`src/shared/awt_defs.svh`:
```
`ifndef AWT_DEFS_SVH
`define AWT_DEFS_SVH

// Register offsets
`define AWT_OFF_CTL     8'h12
`define AWT_OFF_TRIM    8'h13
`define AWT_OFF_RATE_HI 8'h14
`define AWT_OFF_RATE_LO 8'h15
`define AWT_OFF_STAT    8'h16
`define AWT_OFF_MASK    8'h17

// Control register fields
`define AWT_B_CLKSEL 7
`define AWT_B_WAVE   4
`define AWT_B_EXTEN  3
`define AWT_B_FE     2
`define AWT_B_IE     1
`define AWT_B_FLAG   0

// Trim field low bit
`define AWT_TRIM_LSB 2

// Reset values
`define AWT_RST_TRIM 6'h00
`define AWT_RST_RATE 16'h0000
`define AWT_RST_MASK 1'h1

// Timing: RC clock nominal rate and mclk rate
`define AWT_MCLK_HZ   125000000
`define AWT_ACLK_HZ   20000
`define AWT_ACLK_CYC  (`AWT_MCLK_HZ / `AWT_ACLK_HZ)
`define AWT_TRIM_STEP 32
`define AWT_GATE_ACLK 2

`endif

```
`src/shared/awt_pkg.sv`:
```
package awt_pkg;

  // One register access from software
  typedef struct packed {
    logic [7:0] addr;
    logic [7:0] wdata;
    logic       wr;
    logic       rd;
  } awt_req_s;

  // Stored control bits (flag kept apart)
  typedef struct packed {
    logic clk_sel;
    logic wave_sel;
    logic ext_en;
    logic fe;
    logic ie;
  } awt_ctl_s;

  typedef enum logic [1:0] {
    ST_IDLE,
    ST_GATE,
    ST_RUN
  } awt_state_e;

endpackage : awt_pkg

```
`src/logic/awt_timer.sv`:
```
// Overview of operation
// - Clock select bit picks RC or bus
// - Clock select frozen while or when enabling
// - Pulse mode: high pulse, half minimum period
// - Clock mode: square wave, twice period
// - Pin active only with external and feature enable
// - Feature enable starts timer, clear stops it
// - Interrupt enable gates flag onto request
// - Flag sets at every elapsed period
// - Flag clears by writing one only
// - Six-bit signed trim adjusts RC period
// - Rate writes ignored while enabled
// - RC period: 2*(rate+1)*2 RC periods
// - Bus period: 2*(rate+1) bus cycles
// - RC start delayed by gate release
// - Rate step 0.2 ms at 20 kHz
//
// Strobed register access was decided locally.
`timescale 1ns/1ps
`include "awt_defs.svh"

module awt_timer #(
  parameter int ACLK_CYC  = `AWT_ACLK_CYC,  // mclk cycles per RC period
  parameter int TRIM_STEP = `AWT_TRIM_STEP  // mclk cycles per trim step
) (
  input  wire logic               mclk,               // 125 MHz clock
  input  wire logic               rst,                // Async reset
  input  wire logic               ce,                 // Clock enable
  input  wire awt_pkg::awt_req_s  bus_req,            // Register access
  output logic [7:0]              rd_data,            // Read data
  output logic                    irq,                // Interrupt level
  output logic                    timer_waveform_pin  // External wave
);

  awt_pkg::awt_ctl_s   ctl_r;
  awt_pkg::awt_state_e state_r;
  awt_pkg::awt_state_e state_nxt;
  logic                flag_r;
  logic [5:0]          trim_r;
  logic [15:0]         rate_r;
  logic                mask_r;
  logic [7:0]          rd_data_r;
  logic                irq_r;
  logic                pin_r;
  logic [15:0]         acnt_r;
  logic [15:0]         aclk_lim;
  logic                aclk_tick;
  logic                ahalf_r;
  logic [1:0]          gate_r;
  logic [16:0]         cnt_r;
  logic [16:0]         lim;
  logic                unit;
  logic                to_evt;
  logic                pulse_r;
  logic                tgl_r;
  logic                pin_en;
  logic [7:0]          rd_val;
  logic                wr_ctl;
  logic                wr_stat;
  logic                wr_rate;

  // Address decode
  assign wr_ctl  = bus_req.wr && (bus_req.addr == `AWT_OFF_CTL);
  assign wr_stat = bus_req.wr && (bus_req.addr == `AWT_OFF_STAT);
  assign wr_rate = bus_req.wr && ((bus_req.addr == `AWT_OFF_RATE_HI) ||
                                  (bus_req.addr == `AWT_OFF_RATE_LO));

  // Control bits; clock source only moves while idle
  always_ff @(posedge mclk or posedge rst) begin
    if (rst) begin
      ctl_r <= '0;
    end else if (ce && wr_ctl) begin
      ctl_r.fe       <= bus_req.wdata[`AWT_B_FE];
      ctl_r.ie       <= bus_req.wdata[`AWT_B_IE];
      ctl_r.ext_en   <= bus_req.wdata[`AWT_B_EXTEN];
      ctl_r.wave_sel <= bus_req.wdata[`AWT_B_WAVE];
      if (!ctl_r.fe && !bus_req.wdata[`AWT_B_FE]) begin
        ctl_r.clk_sel <= bus_req.wdata[`AWT_B_CLKSEL];
      end
    end
  end

  // Timeout flag; a timeout in the clearing cycle wins
  always_ff @(posedge mclk or posedge rst) begin
    if (rst) begin
      flag_r <= 1'b0;
    end else if (ce) begin
      if (to_evt) begin
        flag_r <= 1'b1;
      end else if ((wr_ctl || wr_stat) && bus_req.wdata[`AWT_B_FLAG]) begin
        flag_r <= 1'b0;
      end
    end
  end

  // RC trim, written any time
  always_ff @(posedge mclk or posedge rst) begin
    if (rst) begin
      trim_r <= `AWT_RST_TRIM;
    end else if (ce && bus_req.wr && bus_req.addr == `AWT_OFF_TRIM) begin
      trim_r <= bus_req.wdata[7:`AWT_TRIM_LSB];
    end
  end

  // Rate bytes; locked while enabled so a running period stays coherent
  always_ff @(posedge mclk or posedge rst) begin
    if (rst) begin
      rate_r <= `AWT_RST_RATE;
    end else if (ce && wr_rate && !ctl_r.fe) begin
      if (bus_req.addr == `AWT_OFF_RATE_HI) begin
        rate_r[15:8] <= bus_req.wdata;
      end else begin
        rate_r[7:0] <= bus_req.wdata;
      end
    end
  end

  // Interrupt mask
  always_ff @(posedge mclk or posedge rst) begin
    if (rst) begin
      mask_r <= `AWT_RST_MASK;
    end else if (ce && bus_req.wr && bus_req.addr == `AWT_OFF_MASK) begin
      mask_r <= bus_req.wdata[0];
    end
  end

  // Read mux; unmapped and reserved bits read zero
  always_comb begin
    rd_val = 8'h00;
    unique case (bus_req.addr)
      `AWT_OFF_CTL:     rd_val = {ctl_r.clk_sel, 2'h0, ctl_r.wave_sel,
                                  ctl_r.ext_en, ctl_r.fe, ctl_r.ie, flag_r};
      `AWT_OFF_TRIM:    rd_val = {trim_r, 2'h0};
      `AWT_OFF_RATE_HI: rd_val = rate_r[15:8];
      `AWT_OFF_RATE_LO: rd_val = rate_r[7:0];
      `AWT_OFF_STAT:    rd_val = {7'h00, flag_r};
      `AWT_OFF_MASK:    rd_val = {7'h00, mask_r};
      default:          rd_val = 8'h00;
    endcase
  end

  // Read data stands for one cycle only
  always_ff @(posedge mclk or posedge rst) begin
    if (rst) begin
      rd_data_r <= 8'h00;
    end else if (ce) begin
      rd_data_r <= bus_req.rd ? rd_val : 8'h00;
    end
  end

  // RC period from trim; sign bit lengthens, lower bits shorten; clamped
  always_comb begin
    int p;
    p = ACLK_CYC - int'($signed(trim_r)) * TRIM_STEP;
    if (p < 2) begin
      p = 2;
    end
    aclk_lim = 16'(p - 1);
  end

  assign aclk_tick = (acnt_r >= aclk_lim);

  // Free-running model of the RC clock as a tick
  always_ff @(posedge mclk or posedge rst) begin
    if (rst) begin
      acnt_r <= 16'h0000;
    end else if (ce) begin
      acnt_r <= aclk_tick ? 16'h0000 : 16'(acnt_r + 16'h0001);
    end
  end

  // Half-unit phase: one count unit is two RC periods
  always_ff @(posedge mclk or posedge rst) begin
    if (rst) begin
      ahalf_r <= 1'b0;
    end else if (ce) begin
      if (state_r != awt_pkg::ST_RUN) begin
        ahalf_r <= 1'b0;
      end else if (aclk_tick) begin
        ahalf_r <= !ahalf_r;
      end
    end
  end

  // Count unit: bus cycle, or every second RC period
  assign unit = ctl_r.clk_sel ? 1'b1 : (aclk_tick && ahalf_r);

  // Start sequence; RC source waits for the gate release
  always_comb begin
    state_nxt = state_r;
    unique case (state_r)
      awt_pkg::ST_IDLE: begin
        if (ctl_r.fe) begin
          state_nxt = ctl_r.clk_sel ? awt_pkg::ST_RUN : awt_pkg::ST_GATE;
        end
      end
      awt_pkg::ST_GATE: begin
        if (!ctl_r.fe) begin
          state_nxt = awt_pkg::ST_IDLE;
        end else if (aclk_tick && gate_r == 2'(`AWT_GATE_ACLK - 1)) begin
          state_nxt = awt_pkg::ST_RUN;
        end
      end
      awt_pkg::ST_RUN: begin
        if (!ctl_r.fe) begin
          state_nxt = awt_pkg::ST_IDLE;
        end
      end
      default: state_nxt = awt_pkg::ST_IDLE;
    endcase
  end

  always_ff @(posedge mclk or posedge rst) begin
    if (rst) begin
      state_r <= awt_pkg::ST_IDLE;
    end else if (ce) begin
      state_r <= state_nxt;
    end
  end

  // Gate release counter in RC periods
  always_ff @(posedge mclk or posedge rst) begin
    if (rst) begin
      gate_r <= 2'h0;
    end else if (ce) begin
      if (state_r != awt_pkg::ST_GATE) begin
        gate_r <= 2'h0;
      end else if (aclk_tick) begin
        gate_r <= 2'(gate_r + 2'h1);
      end
    end
  end

  // Period is 2*(rate+1) units, so last count is 2*rate+1
  assign lim    = {rate_r, 1'b1};
  // Enable gates timeouts so none lands in the cycle the timer stops
  assign to_evt = (state_r == awt_pkg::ST_RUN) && ctl_r.fe && unit && (cnt_r == lim);

  // Period counter reloads by itself
  always_ff @(posedge mclk or posedge rst) begin
    if (rst) begin
      cnt_r <= 17'h00000;
    end else if (ce) begin
      if (state_r != awt_pkg::ST_RUN) begin
        cnt_r <= 17'h00000;
      end else if (unit) begin
        cnt_r <= (cnt_r == lim) ? 17'h00000 : 17'(cnt_r + 17'h00001);
      end
    end
  end

  // Pulse lasts one unit, half the minimum period
  always_ff @(posedge mclk or posedge rst) begin
    if (rst) begin
      pulse_r <= 1'b0;
    end else if (ce) begin
      if (to_evt) begin
        pulse_r <= 1'b1;
      end else if (unit || state_r != awt_pkg::ST_RUN) begin
        pulse_r <= 1'b0;
      end
    end
  end

  // Toggle per timeout gives a clock of twice the period
  always_ff @(posedge mclk or posedge rst) begin
    if (rst) begin
      tgl_r <= 1'b0;
    end else if (ce) begin
      if (!ctl_r.fe) begin
        tgl_r <= 1'b0;
      end else if (to_evt) begin
        tgl_r <= !tgl_r;
      end
    end
  end

  // Pin and interrupt come straight from flops
  assign pin_en = ctl_r.ext_en && ctl_r.fe;

  always_ff @(posedge mclk or posedge rst) begin
    if (rst) begin
      pin_r <= 1'b0;
    end else if (ce) begin
      pin_r <= pin_en && (ctl_r.wave_sel ? tgl_r : pulse_r);
    end
  end

  // Level request while flag, enable and mask all set
  always_ff @(posedge mclk or posedge rst) begin
    if (rst) begin
      irq_r <= 1'b0;
    end else if (ce) begin
      irq_r <= flag_r && ctl_r.ie && mask_r;
    end
  end

  assign rd_data            = rd_data_r;
  assign irq                = irq_r;
  assign timer_waveform_pin = pin_r;

  // Checking helpers: bus-mode gap between timeouts
  logic [17:0] gap_r;
  logic        seen_r;

  always_ff @(posedge mclk or posedge rst) begin
    if (rst) begin
      gap_r  <= 18'h00000;
      seen_r <= 1'b0;
    end else if (ce) begin
      if (!ctl_r.fe) begin
        seen_r <= 1'b0;
        gap_r  <= 18'h00000;
      end else if (to_evt) begin
        seen_r <= 1'b1;
        gap_r  <= 18'h00000;
      end else begin
        gap_r <= 18'(gap_r + 18'h00001);
      end
    end
  end
endmodule : awt_timer

```
`config.mk`:
```
export PLATFORM = sky130hd
export DESIGN_NAME = awt_timer
export DESIGN_NICKNAME = d
export VERILOG_FILES = /design/src/shared/awt_pkg.sv /design/src/logic/awt_timer.sv
export VERILOG_INCLUDE_DIRS = /design/src /design/src/shared
export SDC_FILE = /design/constraint.sdc
export NUM_CORES = 1
export LEC_CHECK = 0
export ABC_CLOCK_PERIOD_IN_PS = 3200
export BUFFER_PORTS_ARGS = -buffer_cell sky130_fd_sc_hd__buf_4
export CORE_MARGIN = 2
export CORE_UTILIZATION = 53
export CTS_CLUSTER_SIZE = 28
export DETAILED_ROUTE_END_ITERATION = 16
export PLACE_DENSITY = 0.72
export SKIP_CTS_REPAIR_TIMING = 1
export SLEW_MARGIN = 10
export SYNTH_ARGS = -nofsm -noshare
export SYNTH_HDL_FRONTEND = slang
export SYNTH_SLANG_ARGS = --single-unit
```
`constraint.sdc`:
```
create_clock -name mclk -period 3.2 [get_ports mclk]
set_input_delay 0.16 -clock mclk [delete_from_list [all_inputs] [get_ports mclk]]
set_output_delay 0.16 -clock mclk [all_outputs]
set_load 0.005 [all_outputs]
```
==> impl_metrics.yaml, run 1 <==
power_and_ir_drop:
  ir_worst_vdd_uv: 259.6
  powerDensity_nw_per_um2: 462.8
  finalPower_w: 0.002249
  p_leak_nw: 2.310
final_layout:
  area_growth_pct: 13.04
  utilization: 0.6224
  seqCellArea_um2: 1978
  num-nets-final: 469
  layout-drive-gt1-share: 0.2118
  multi_input_area_um2: 2186
  finalNonFillerCells: 541
  diodes: 0
  fillers: 626
logic_synthesis:
  synth_most_common_cell: "dfrtp_1"
  synth_commonest_cells: "dfrtp_1 (78), mux2_2 (28), nand2_1 (28), nor2_1 (28), xor2_1 (19)"
  synthesis.nets: 437
  synth_top_area_frac: 0.4540
  synth-seq-area-share: 0.4601
  synth_cells: 402
  synth_area_per_cell_um2: 10.69
  synth-async-reset-ratio: 1.000
  synth_edf_count: 0
  synth_top_area_cell: "dfrtp_1"
  synth.ff_latch_count: 79
  syn-cell-area_um2: 4299
  synth_cell_types: 59
  ys.flop_type: "dfrtp_1"
  synth_area_leaders: "dfrtp_1 (45%), mux2_2 (7.3%), ha_1 (4.1%), xor2_1 (3.9%), a22o_1 (3.5%)"
  yosysWarnings: 0
clock_network:
  clock_latency_ns: 0.35
  clock_path_buffers: 2
  clk_pin_slew_worst_paths_ns: 0.08
  root_buffer: "clkbuf_8"
  htreeDepth: 3
  clkSinkCount: 79
  cts_buffers: 9
  cts_tree: "built"
floorplanning:
  die_x_um: 94.07
  start_util: 0.5506
  pin_count: 31
  die_h_um: 94.07
  core_area_um2: 7807
  rows: 32
  fp.dieArea_um2: 8848
critical_path:
  r2r-start: "trim_r[2]"
  crit_arrival_ns: 3.14
  r2r_setup_slack_ns: 0.31
  critPathMaxFanout: 13
  path_class: "reg -> reg"
  worst_setup_path_end_kind: "flip-flop"
  worst-r2r-cell-count: 10
  cp.required_ns: 3.45
  startpoint_type: "flip-flop"
  crit_start: "trim_r[2]"
  crit_end: "cnt_r[15]"
  reg2reg_to: "cnt_r[15]"
global_routing:
  grt_max_degree: 38
  grt_pass1_wl_mm: 16.53
  antenna_found_initial: 0
  gr-total-overflow: 0
  grt_pass1_vias: 3199
  grt_usage: 0.2423
timing:
  worstMarginPinSlew_ns: 0.9085
  rsz0062_at_grt: "no"
  hold_viol: 0
  fin_setup_tns_ns: 0
  fin_skew_ns: 0.008478
  setup_viol: 0
  period_share: 0.9016
  maxSlewHeadroom: 0.3943
  period_needed_ns: 2.885
  final_max_slew_viol_count: 0
  max_freq_mhz: 346.6
placement:
  portBuffers: 30
  place.gp.congestion: 0.8169
  post-dp-hpwl_mm: 7.090
  dp.cells: 524
drt:
  via_per_inst: 5.956
  drtIter0Drc: 150
  dr_total_vias: 3222
  ant_nets: 0
  firstDrtPassIters: 5
  drt_wl_total_mm: 9.700
  wl_per_cell_um: 17.93
  post-route-drc-count: 0
hold_path:
  hold_start: "bus_req[3]"
  worstHoldPathType: "in -> reg"
job:
  maxCapViolCount: 0
outcome:
  status: "completed"
## worst max-delay path: stages (launching register included)
cell and delay, ns:
dfrtp_1 0.41, inv_1 0.12, ha_1 0.16, a21oi_1 0.07, ha_1 0.31, and3_1 0.24, a2bb2oi_1 0.10, and2_1 0.24
a31oi_2 0.56, nand2b_1 0.23, o41ai_2 0.35
## metrics by stage
stage               area [um2]  hold WS (ns)  setup WS (ns)
finish                    4860       0.05063         0.3150
global route              4860       0.04794        0.08368
CTS                       4850       -0.1114         0.3181
detailed placement        4601        0.2700         0.3332
global placement          4601        0.2616         0.4881
floorplan                 4299        0.3104         0.6803
## kinds of logic (layout without fill, tap and decap cells)
group / count (synthesis) / count (layout) / share of synthesized area
XOR/XNOR: 26 / 26 / 0.05297
AND/OR/NAND/NOR: 127 / 127 / 0.1612
multiplexers: 31 / 31 / 0.08033
adder cells (fa/ha/maj): 14 / 14 / 0.04075
flip-flops: 79 / 79 / 0.4601
buffers and inverters: 29 / 66 / 0.03143
AO/OA/AOI/OAI: 96 / 96 / 0.1732
## where the power goes
group          leakage [nW]  switching (W)  total (W)  internal (W)
clock                 0.124       0.000357   0.000919      0.000562
combinational          1.11       0.000137   0.000233     0.0000960
sequential             1.08      0.0000561    0.00110       0.00104
## area by class of cell
type                       instances  area share
clock inverter                     3     0.01854
tap                              102     0.02626
clock buffer                      13     0.03270
inverter                          16     0.01262
multi-input combinational        294      0.4498
sequential                        79      0.4071
timing repair buffer              34     0.05304
## state kept, by name (all words and copies together) (netlist names)
name	count
cnt_r	17
acnt_r	16
rate_r	16
rd_data	8
trim_r	6
ctl_r	5
gate_r	2
state_r	2
ahalf_r	1
flag_r	1
irq	1
mask_r	1
pulse_r	1
tgl_r	1
timer_waveform_pin	1
## worst min path at each step
| stage | cells past startpoint | endpoint |
|---|---|---|
| 5_1_grt | 2 | rate_r[1] |
| 3_3_place_gp | 2 | acnt_r[10] |
| 6_report | 2 | rate_r[1] |
| 3_5_place_dp | 2 | acnt_r[11] |
| 4_1_cts | 2 | gate_r[1] |
| 2_1_floorplan | 1 | trim_r[0] |
## routing by layer
metal	track usage	routed length, um	up-vias
met3	0.03371	332	14
met1	0.3429	4624	1592
met4	0.09420	187	0
li1	-	-	1553
met2	0.3780	4556	63
met5	0	0	-
## layout by cell type (no fill, tap or decap), drive strengths merged, types with 3 or more instances in the layout
master,Yosys,layout
clkbuf,7,13
nor3,10,10
nor2,29,29
a2bb2oi,5,5
a31oi,6,6
a22o,17,17
nand2,29,29
xor2,19,19
ha,14,14
nand4,9,9
nor4,3,3
nand3,10,10
o21ai,22,22
mux2i,3,3
xnor2,7,7
and3,10,10
mux2,28,28
a221oi,5,5
a21oi,9,9
inv,15,14
dfrtp,78,78
o31ai,5,5
buf,6,33
bufinv,0,3
and2,4,4
nor2b,9,9
o22ai,3,3
a222oi,3,3
o2bb2ai,11,11
Note: power is estimated with default switching activity, not from simulation.
==> inputs of run 2 (changes only) <==
BUFFER_PORTS_ARGS = -buffer_cell sky130_fd_sc_hd__buf_2   (was -buffer_cell sky130_fd_sc_hd__buf_4)
==> run 2 against run 1 <==
The flow now finishes with violations (negative hold slack). Cell count is 0.18% lower. Critical path depth stayed put. Register-to-register slack better by 0.05 ns. Count of clock-buffer cells in the layout is 3 lower. Sequential share of layout area is 1.4 points higher. Maximum frequency is 1.8% higher. Design area is 3.3% lower. Non-clock buffer count is 1 lower. Critical path type unchanged. Highest routed layer unchanged.
==> impl_metrics.yaml, run 2 (synthesis gave the netlist of run 1 again) <==
critical_path:
  crit_path_top_delay_cell: "a31oi_2"
  worst_setup_path_end_kind: "flip-flop"
  crit_arrival_ns: 3.10
  crit_top_cell: "ha_1"
  startpoint_type: "flip-flop"
  cp_top_family: "compound AO/OA/AOI/OAI gates"
  crit_path_cell_trace: "inv_1 -> ha_1 -> a21oi_1 -> ha_1 -> and3_1 -> a2bb2oi_1 -> and2_1 -> a31oi_2 -> nand2b_1 -> o41ai_2"
  worst-path-buf-inv: 1
  max_stage_delay_ns: 0.55
  critPathMaxFanout: 13
  cp.required_ns: 3.46
  path_class: "reg -> reg"
timing:
  hold_viol: 42
  final_max_slew_viol_count: 0
  max_freq_mhz: 352.8
  worstMarginPinSlew_ns: 0.9631
  setup_viol: 0
  fin_setup_tns_ns: 0
  period_share: 0.8857
  rsz0062_at_grt: "no"
  hold_ws_ns: -0.02774
  period_needed_ns: 2.834
  fin_skew_ns: 0.009229
  maxSlewHeadroom: 0.3579
power_and_ir_drop:
  pwr-share-comb: 0.110
  powerDensity_nw_per_um2: 423.7
  p_leak_nw: 2.257
  p_sw_frac: 0.2898
  seq_power_share: 0.552
  ir_worst_vdd_uv: 208.2
  p_clk_frac: 0.338
  p_int_w: 0.001414
  power.switching_w: 0.0005770
placement:
  place.gp.congestion: 0.8224
  dpl_cell_area_um2: 4526
  portBuffers: 30
  post-dp-hpwl_mm: 7.071
drt:
  ant_nets: 0
  drt_wl_total_mm: 9.575
  wl_per_cell_um: 17.73
  via_per_inst: 6.048
  drtIter0Drc: 170
  firstDrtPassIters: 5
  dr_total_vias: 3266
  post-route-drc-count: 0
floorplanning:
  start_util: 0.5506
  fp.dieArea_um2: 8848
  die_h_um: 94.07
  die_x_um: 94.07
  core_area_um2: 7807
  pin_count: 31
  rows: 32
clock_network:
  htreeDepth: 3
  root_buffer: "clkbuf_8"
  clock_path_buffers: 2
  clock_latency_ns: 0.36
  cts_tree: "built"
  clk_pin_slew_worst_paths_ns: 0.09
  clkSinkCount: 79
  cts_buffers: 9
final_layout:
  postLayoutCellArea_um2: 4698
  reg_top3: "cnt_r x17, acnt_r x16, rate_r x16"
  diodes: 0
  largest_reg_flops: 17
  final_common_cell: "dfrtp_1"
  top_register: "cnt_r"
  area_growth_pct: 9.284
  layout-drive-gt1-share: 0.2146
  layout_common_cells: "dfrtp_1 (78), buf_2 (30), nand2_1 (28), nor2_1 (28), mux2_2 (28)"
  num-nets-final: 468
global_routing:
  grt_pass1_wl_mm: 16.21
  antenna_found_initial: 0
  grt_usage: 0.2362
  grt_pass1_vias: 3273
  grt_max_degree: 59
  gr-total-overflow: 0
outcome:
  status: "finished, violations left"
  violations: "negative hold slack"
job:
  maxCapViolCount: 0
hold_path:
  worstHoldPathType: "in -> async"
==> run 2: cell types whose count changed in the layout (fill, tap and decap cells not counted), sizes merged <==
cell | previous run | this run
dlygate4sd3 | 1 | 0
clkbuf | 13 | 10
clkinv | 2 | 7
inv | 14 | 15
bufinv | 3 | 0
==> run 2: layout make-up <==
| cell class | count | area (um2) |
|---|---|---|
| clock buffer | 10 | 127.6 |
| clock inverter | 6 | 45.04 |
| fill | 670 | 3109 |
| inverter | 16 | 61.31 |
| multi-input combinational | 294 | 2186 |
| sequential | 79 | 1978 |
| tap | 102 | 127.6 |
| timing repair buffer | 33 | 172.7 |
==> run 2: path summary, 6_finish.rpt <==
check | depth (start not counted) | startpoint | slack [ns] | to
max | 10 | trim_r[2] | 0.37 | cnt_r[15]
min | 2 | rst | -0.03 | acnt_r[8]
max reg2reg | 10 | trim_r[2] | 0.37 | cnt_r[15]
min reg2reg | 1 | rd_data[1] | 0.49 | rd_data[1]
max in group asynchronous | 3 | rst | 2.50 | cnt_r[12]
min in group mclk | 2 | bus_req[8] | 0.07 | trim_r[4]
==> run 2: routing by layer <==
| metal | global-route usage | part of all wire | vias to the layer above |
|---|---|---|---|
| met5 | 0 | 0 | - |
| met4 | 0.09058 | 0.012 | 0 |
| met3 | 0.03371 | 0.046 | 10 |
| met2 | 0.3833 | 0.48 | 83 |
| met1 | 0.3214 | 0.46 | 1619 |
| li1 | - | - | 1554 |
==> run 2: per-stage QoR <==
step	hold WS [ns]	setup slack [ns]	util	cells	total power [W]
3_3_place_gp	0.3963	0.4979	0.5796	524	0.001329
3_5_place_dp	0.4069	0.4042	0.5796	524	0.001337
2_1_floorplan	0.3104	0.6803	-	402	0.001264
6_report	-0.02774	0.3657	0.6018	540	0.001991
5_1_grt	0.04937	0.1158	0.6018	540	0.002091
4_1_cts	0.008484	0.3763	0.6018	540	0.002003
==> run 2: power by group through the flow <==
| stage | Combinational (W) | Sequential, W | Clock [W] |
|---|---|---|---|
| global route | 0.000253 | 0.00111 | 0.000732 |
| floorplan | 0.000167 | 0.00110 | 0 |
| finish | 0.000219 | 0.00110 | 0.000673 |
| detailed placement | 0.000220 | 0.00112 | 0 |
| CTS | 0.000221 | 0.00110 | 0.000683 |
| global placement | 0.000214 | 0.00111 | 0 |
==> inputs of run 3 (changes only) <==
GPL_TIMING_DRIVEN = 0   (was unset)
==> run 3 against run 2 <==
Count of clock-buffer cells in the layout grew 3. Critical endpoint is now cnt_r[5]. Clock power grew 25%. Sequential power is essentially flat. Wire length shrank 0.23%. Clock skew grew 0.0019 ns. Cell count grew 1.9%. Core utilization grew 1.7 points. The flow now finishes without violations.
==> impl_metrics.yaml, run 3 (synthesis gave the netlist of run 1 again) <==
outcome:
  status: "completed"
power_and_ir_drop:
  p_leak_nw: 2.315
  powerDensity_nw_per_um2: 447.4
  ir_worst_vdd_uv: 319.8
timing:
  fin_skew_ns: 0.01112
  period_share: 0.8939
  fin_setup_tns_ns: 0
  period_needed_ns: 2.861
  hold_viol: 0
  rsz0062_at_grt: "no"
  max_freq_mhz: 349.6
  setup_viol: 0
  final_max_slew_viol_count: 0
  worst_slack_ns: 0.3394
  worstMarginPinSlew_ns: 0.6808
  maxSlewHeadroom: 0.5457
floorplanning:
  die_h_um: 94.07
  start_util: 0.5506
  die_x_um: 94.07
  fp.dieArea_um2: 8848
  rows: 32
  pin_count: 31
  core_area_um2: 7807
final_layout:
  layout_common_cells: "dfrtp_1 (78), buf_2 (31), nand2_1 (28), nor2_1 (28), mux2_2 (28)"
  finalNonFillerCells: 550
  num-nets-final: 478
  reg_top3: "cnt_r x17, acnt_r x16, rate_r x16"
  area_growth_pct: 12.37
  postLayoutCellArea_um2: 4831
  layout-drive-gt1-share: 0.2121
  utilization: 0.6188
  final_common_cell: "dfrtp_1"
  largest_reg_flops: 17
  diodes: 0
  top_register: "cnt_r"
clock_network:
  clkSinkCount: 79
  htreeDepth: 3
  clk_pin_slew_worst_paths_ns: 0.08
  clock_path_buffers: 2
  root_buffer: "clkbuf_8"
  cts_tree: "built"
  clock_latency_ns: 0.35
  cts_buffers: 9
drt:
  firstDrtPassIters: 5
  post-route-drc-count: 0
  via_per_inst: 6.002
  ant_nets: 0
  dr_total_vias: 3301
  drtIter0Drc: 201
  drt_wl_total_mm: 9.553
  wl_per_cell_um: 17.37
critical_path:
  cp_top_family: "compound AO/OA/AOI/OAI gates"
  crit_arrival_ns: 3.09
  crit_path_top_delay_cell: "dfrtp_1"
  path_class: "reg -> reg"
  cp.required_ns: 3.43
  crit_path_cell_trace: "inv_1 -> ha_1 -> xor2_1 -> ha_1 -> a21o_1 -> a2bb2oi_1 -> and2_1 -> clkbuf_1 -> a31o_2 -> nor2_4 -> buf_6 -> a22o_1"
  startpoint_type: "flip-flop"
  worst-r2r-cell-count: 12
  worst_setup_path_end_kind: "flip-flop"
  worst-path-buf-inv: 3
  max_stage_delay_ns: 0.43
  cp.depth: 12
  critPathMaxFanout: 10
  r2r-start: "trim_r[3]"
  crit_top_cell: "ha_1"
  crit_start: "trim_r[3]"
placement:
  dpl_cell_area_um2: 4597
  pre_cts_slack_ns: 0.3574
  portBuffers: 28
  dp.cells: 533
  post-dp-hpwl_mm: 6.962
  place.gp.congestion: 0.8528
job:
  maxCapViolCount: 0
global_routing:
  grt_usage: 0.2352
  grt_pass1_wl_mm: 16.13
  gr-total-overflow: 0
  grt_max_degree: 67
  grt_pass1_vias: 3216
  antenna_found_initial: 0
hold_path:
  worstHoldPathType: "in -> reg"
  hold-path-cell-count: 2
  hold_start: "bus_req[3]"
-- run 3: through the flow --
stage / hold slack, ns / power, W
after floorplan: 0.3104 / 0.001264
after global placement: 0.4261 / 0.001326
after detailed placement: 0.09268 / 0.001339
after CTS: -0.2852 / 0.002167
after global routing: 0.07638 / 0.002253
final: 0.07582 / 0.002162
-- run 3: final timing paths --
path / slack [ns] / end
min reg2reg: 0.48 / gate_r[0]
max reg2reg: 0.34 / cnt_r[5]
min: 0.08 / rate_r[1]
min in group asynchronous: 0.28 / acnt_r[5]
max: 0.34 / cnt_r[5]
max in group asynchronous: 2.31 / mask_r
-- run 3: power breakdown --
group / internal (W) / switching [W] / total, W
logic: 0.0000919 / 0.000136 / 0.000228
clock network: 0.000482 / 0.000358 / 0.000840
registers: 0.00104 / 0.0000532 / 0.00109
total: 0.00161 / 0.000547 / 0.00216
-- run 3: cell type report --
| type | count | area [um2] |
|---|---|---|
| fillers | 640 | 2977 |
| multi-input cells | 294 | 2186 |
| flip-flops and latches | 79 | 1978 |
| repair buffers | 30 | 177.7 |
| clock buffers | 13 | 158.9 |
| well taps | 102 | 127.6 |
| plain buffers | 13 | 75.07 |
| clock inverters | 3 | 65.06 |
| inverters | 16 | 62.56 |
-- run 3: layer usage --
layer  part of all wire  up-vias  routed length, um  GRT usage
met1               0.49     1661               4634     0.3407
met5                  0        -                  0          0
li1                   -     1572                  -          -
met2               0.47       59               4486     0.3696
met4              0.014        0                136    0.07609
met3              0.031        9                296    0.02729
-- run 3: worst register-to-register path, cell delays in order, from the launching register on --
cell	delay, ns
dfrtp_1	0.43
inv_1	0.08
ha_1	0.19
xor2_1	0.14
ha_1	0.32
a21o_1	0.17
a2bb2oi_1	0.18
and2_1	0.14
clkbuf_1	0.29
a31o_2	0.35
nor2_4	0.07
buf_6	0.16
a22o_1	0.22
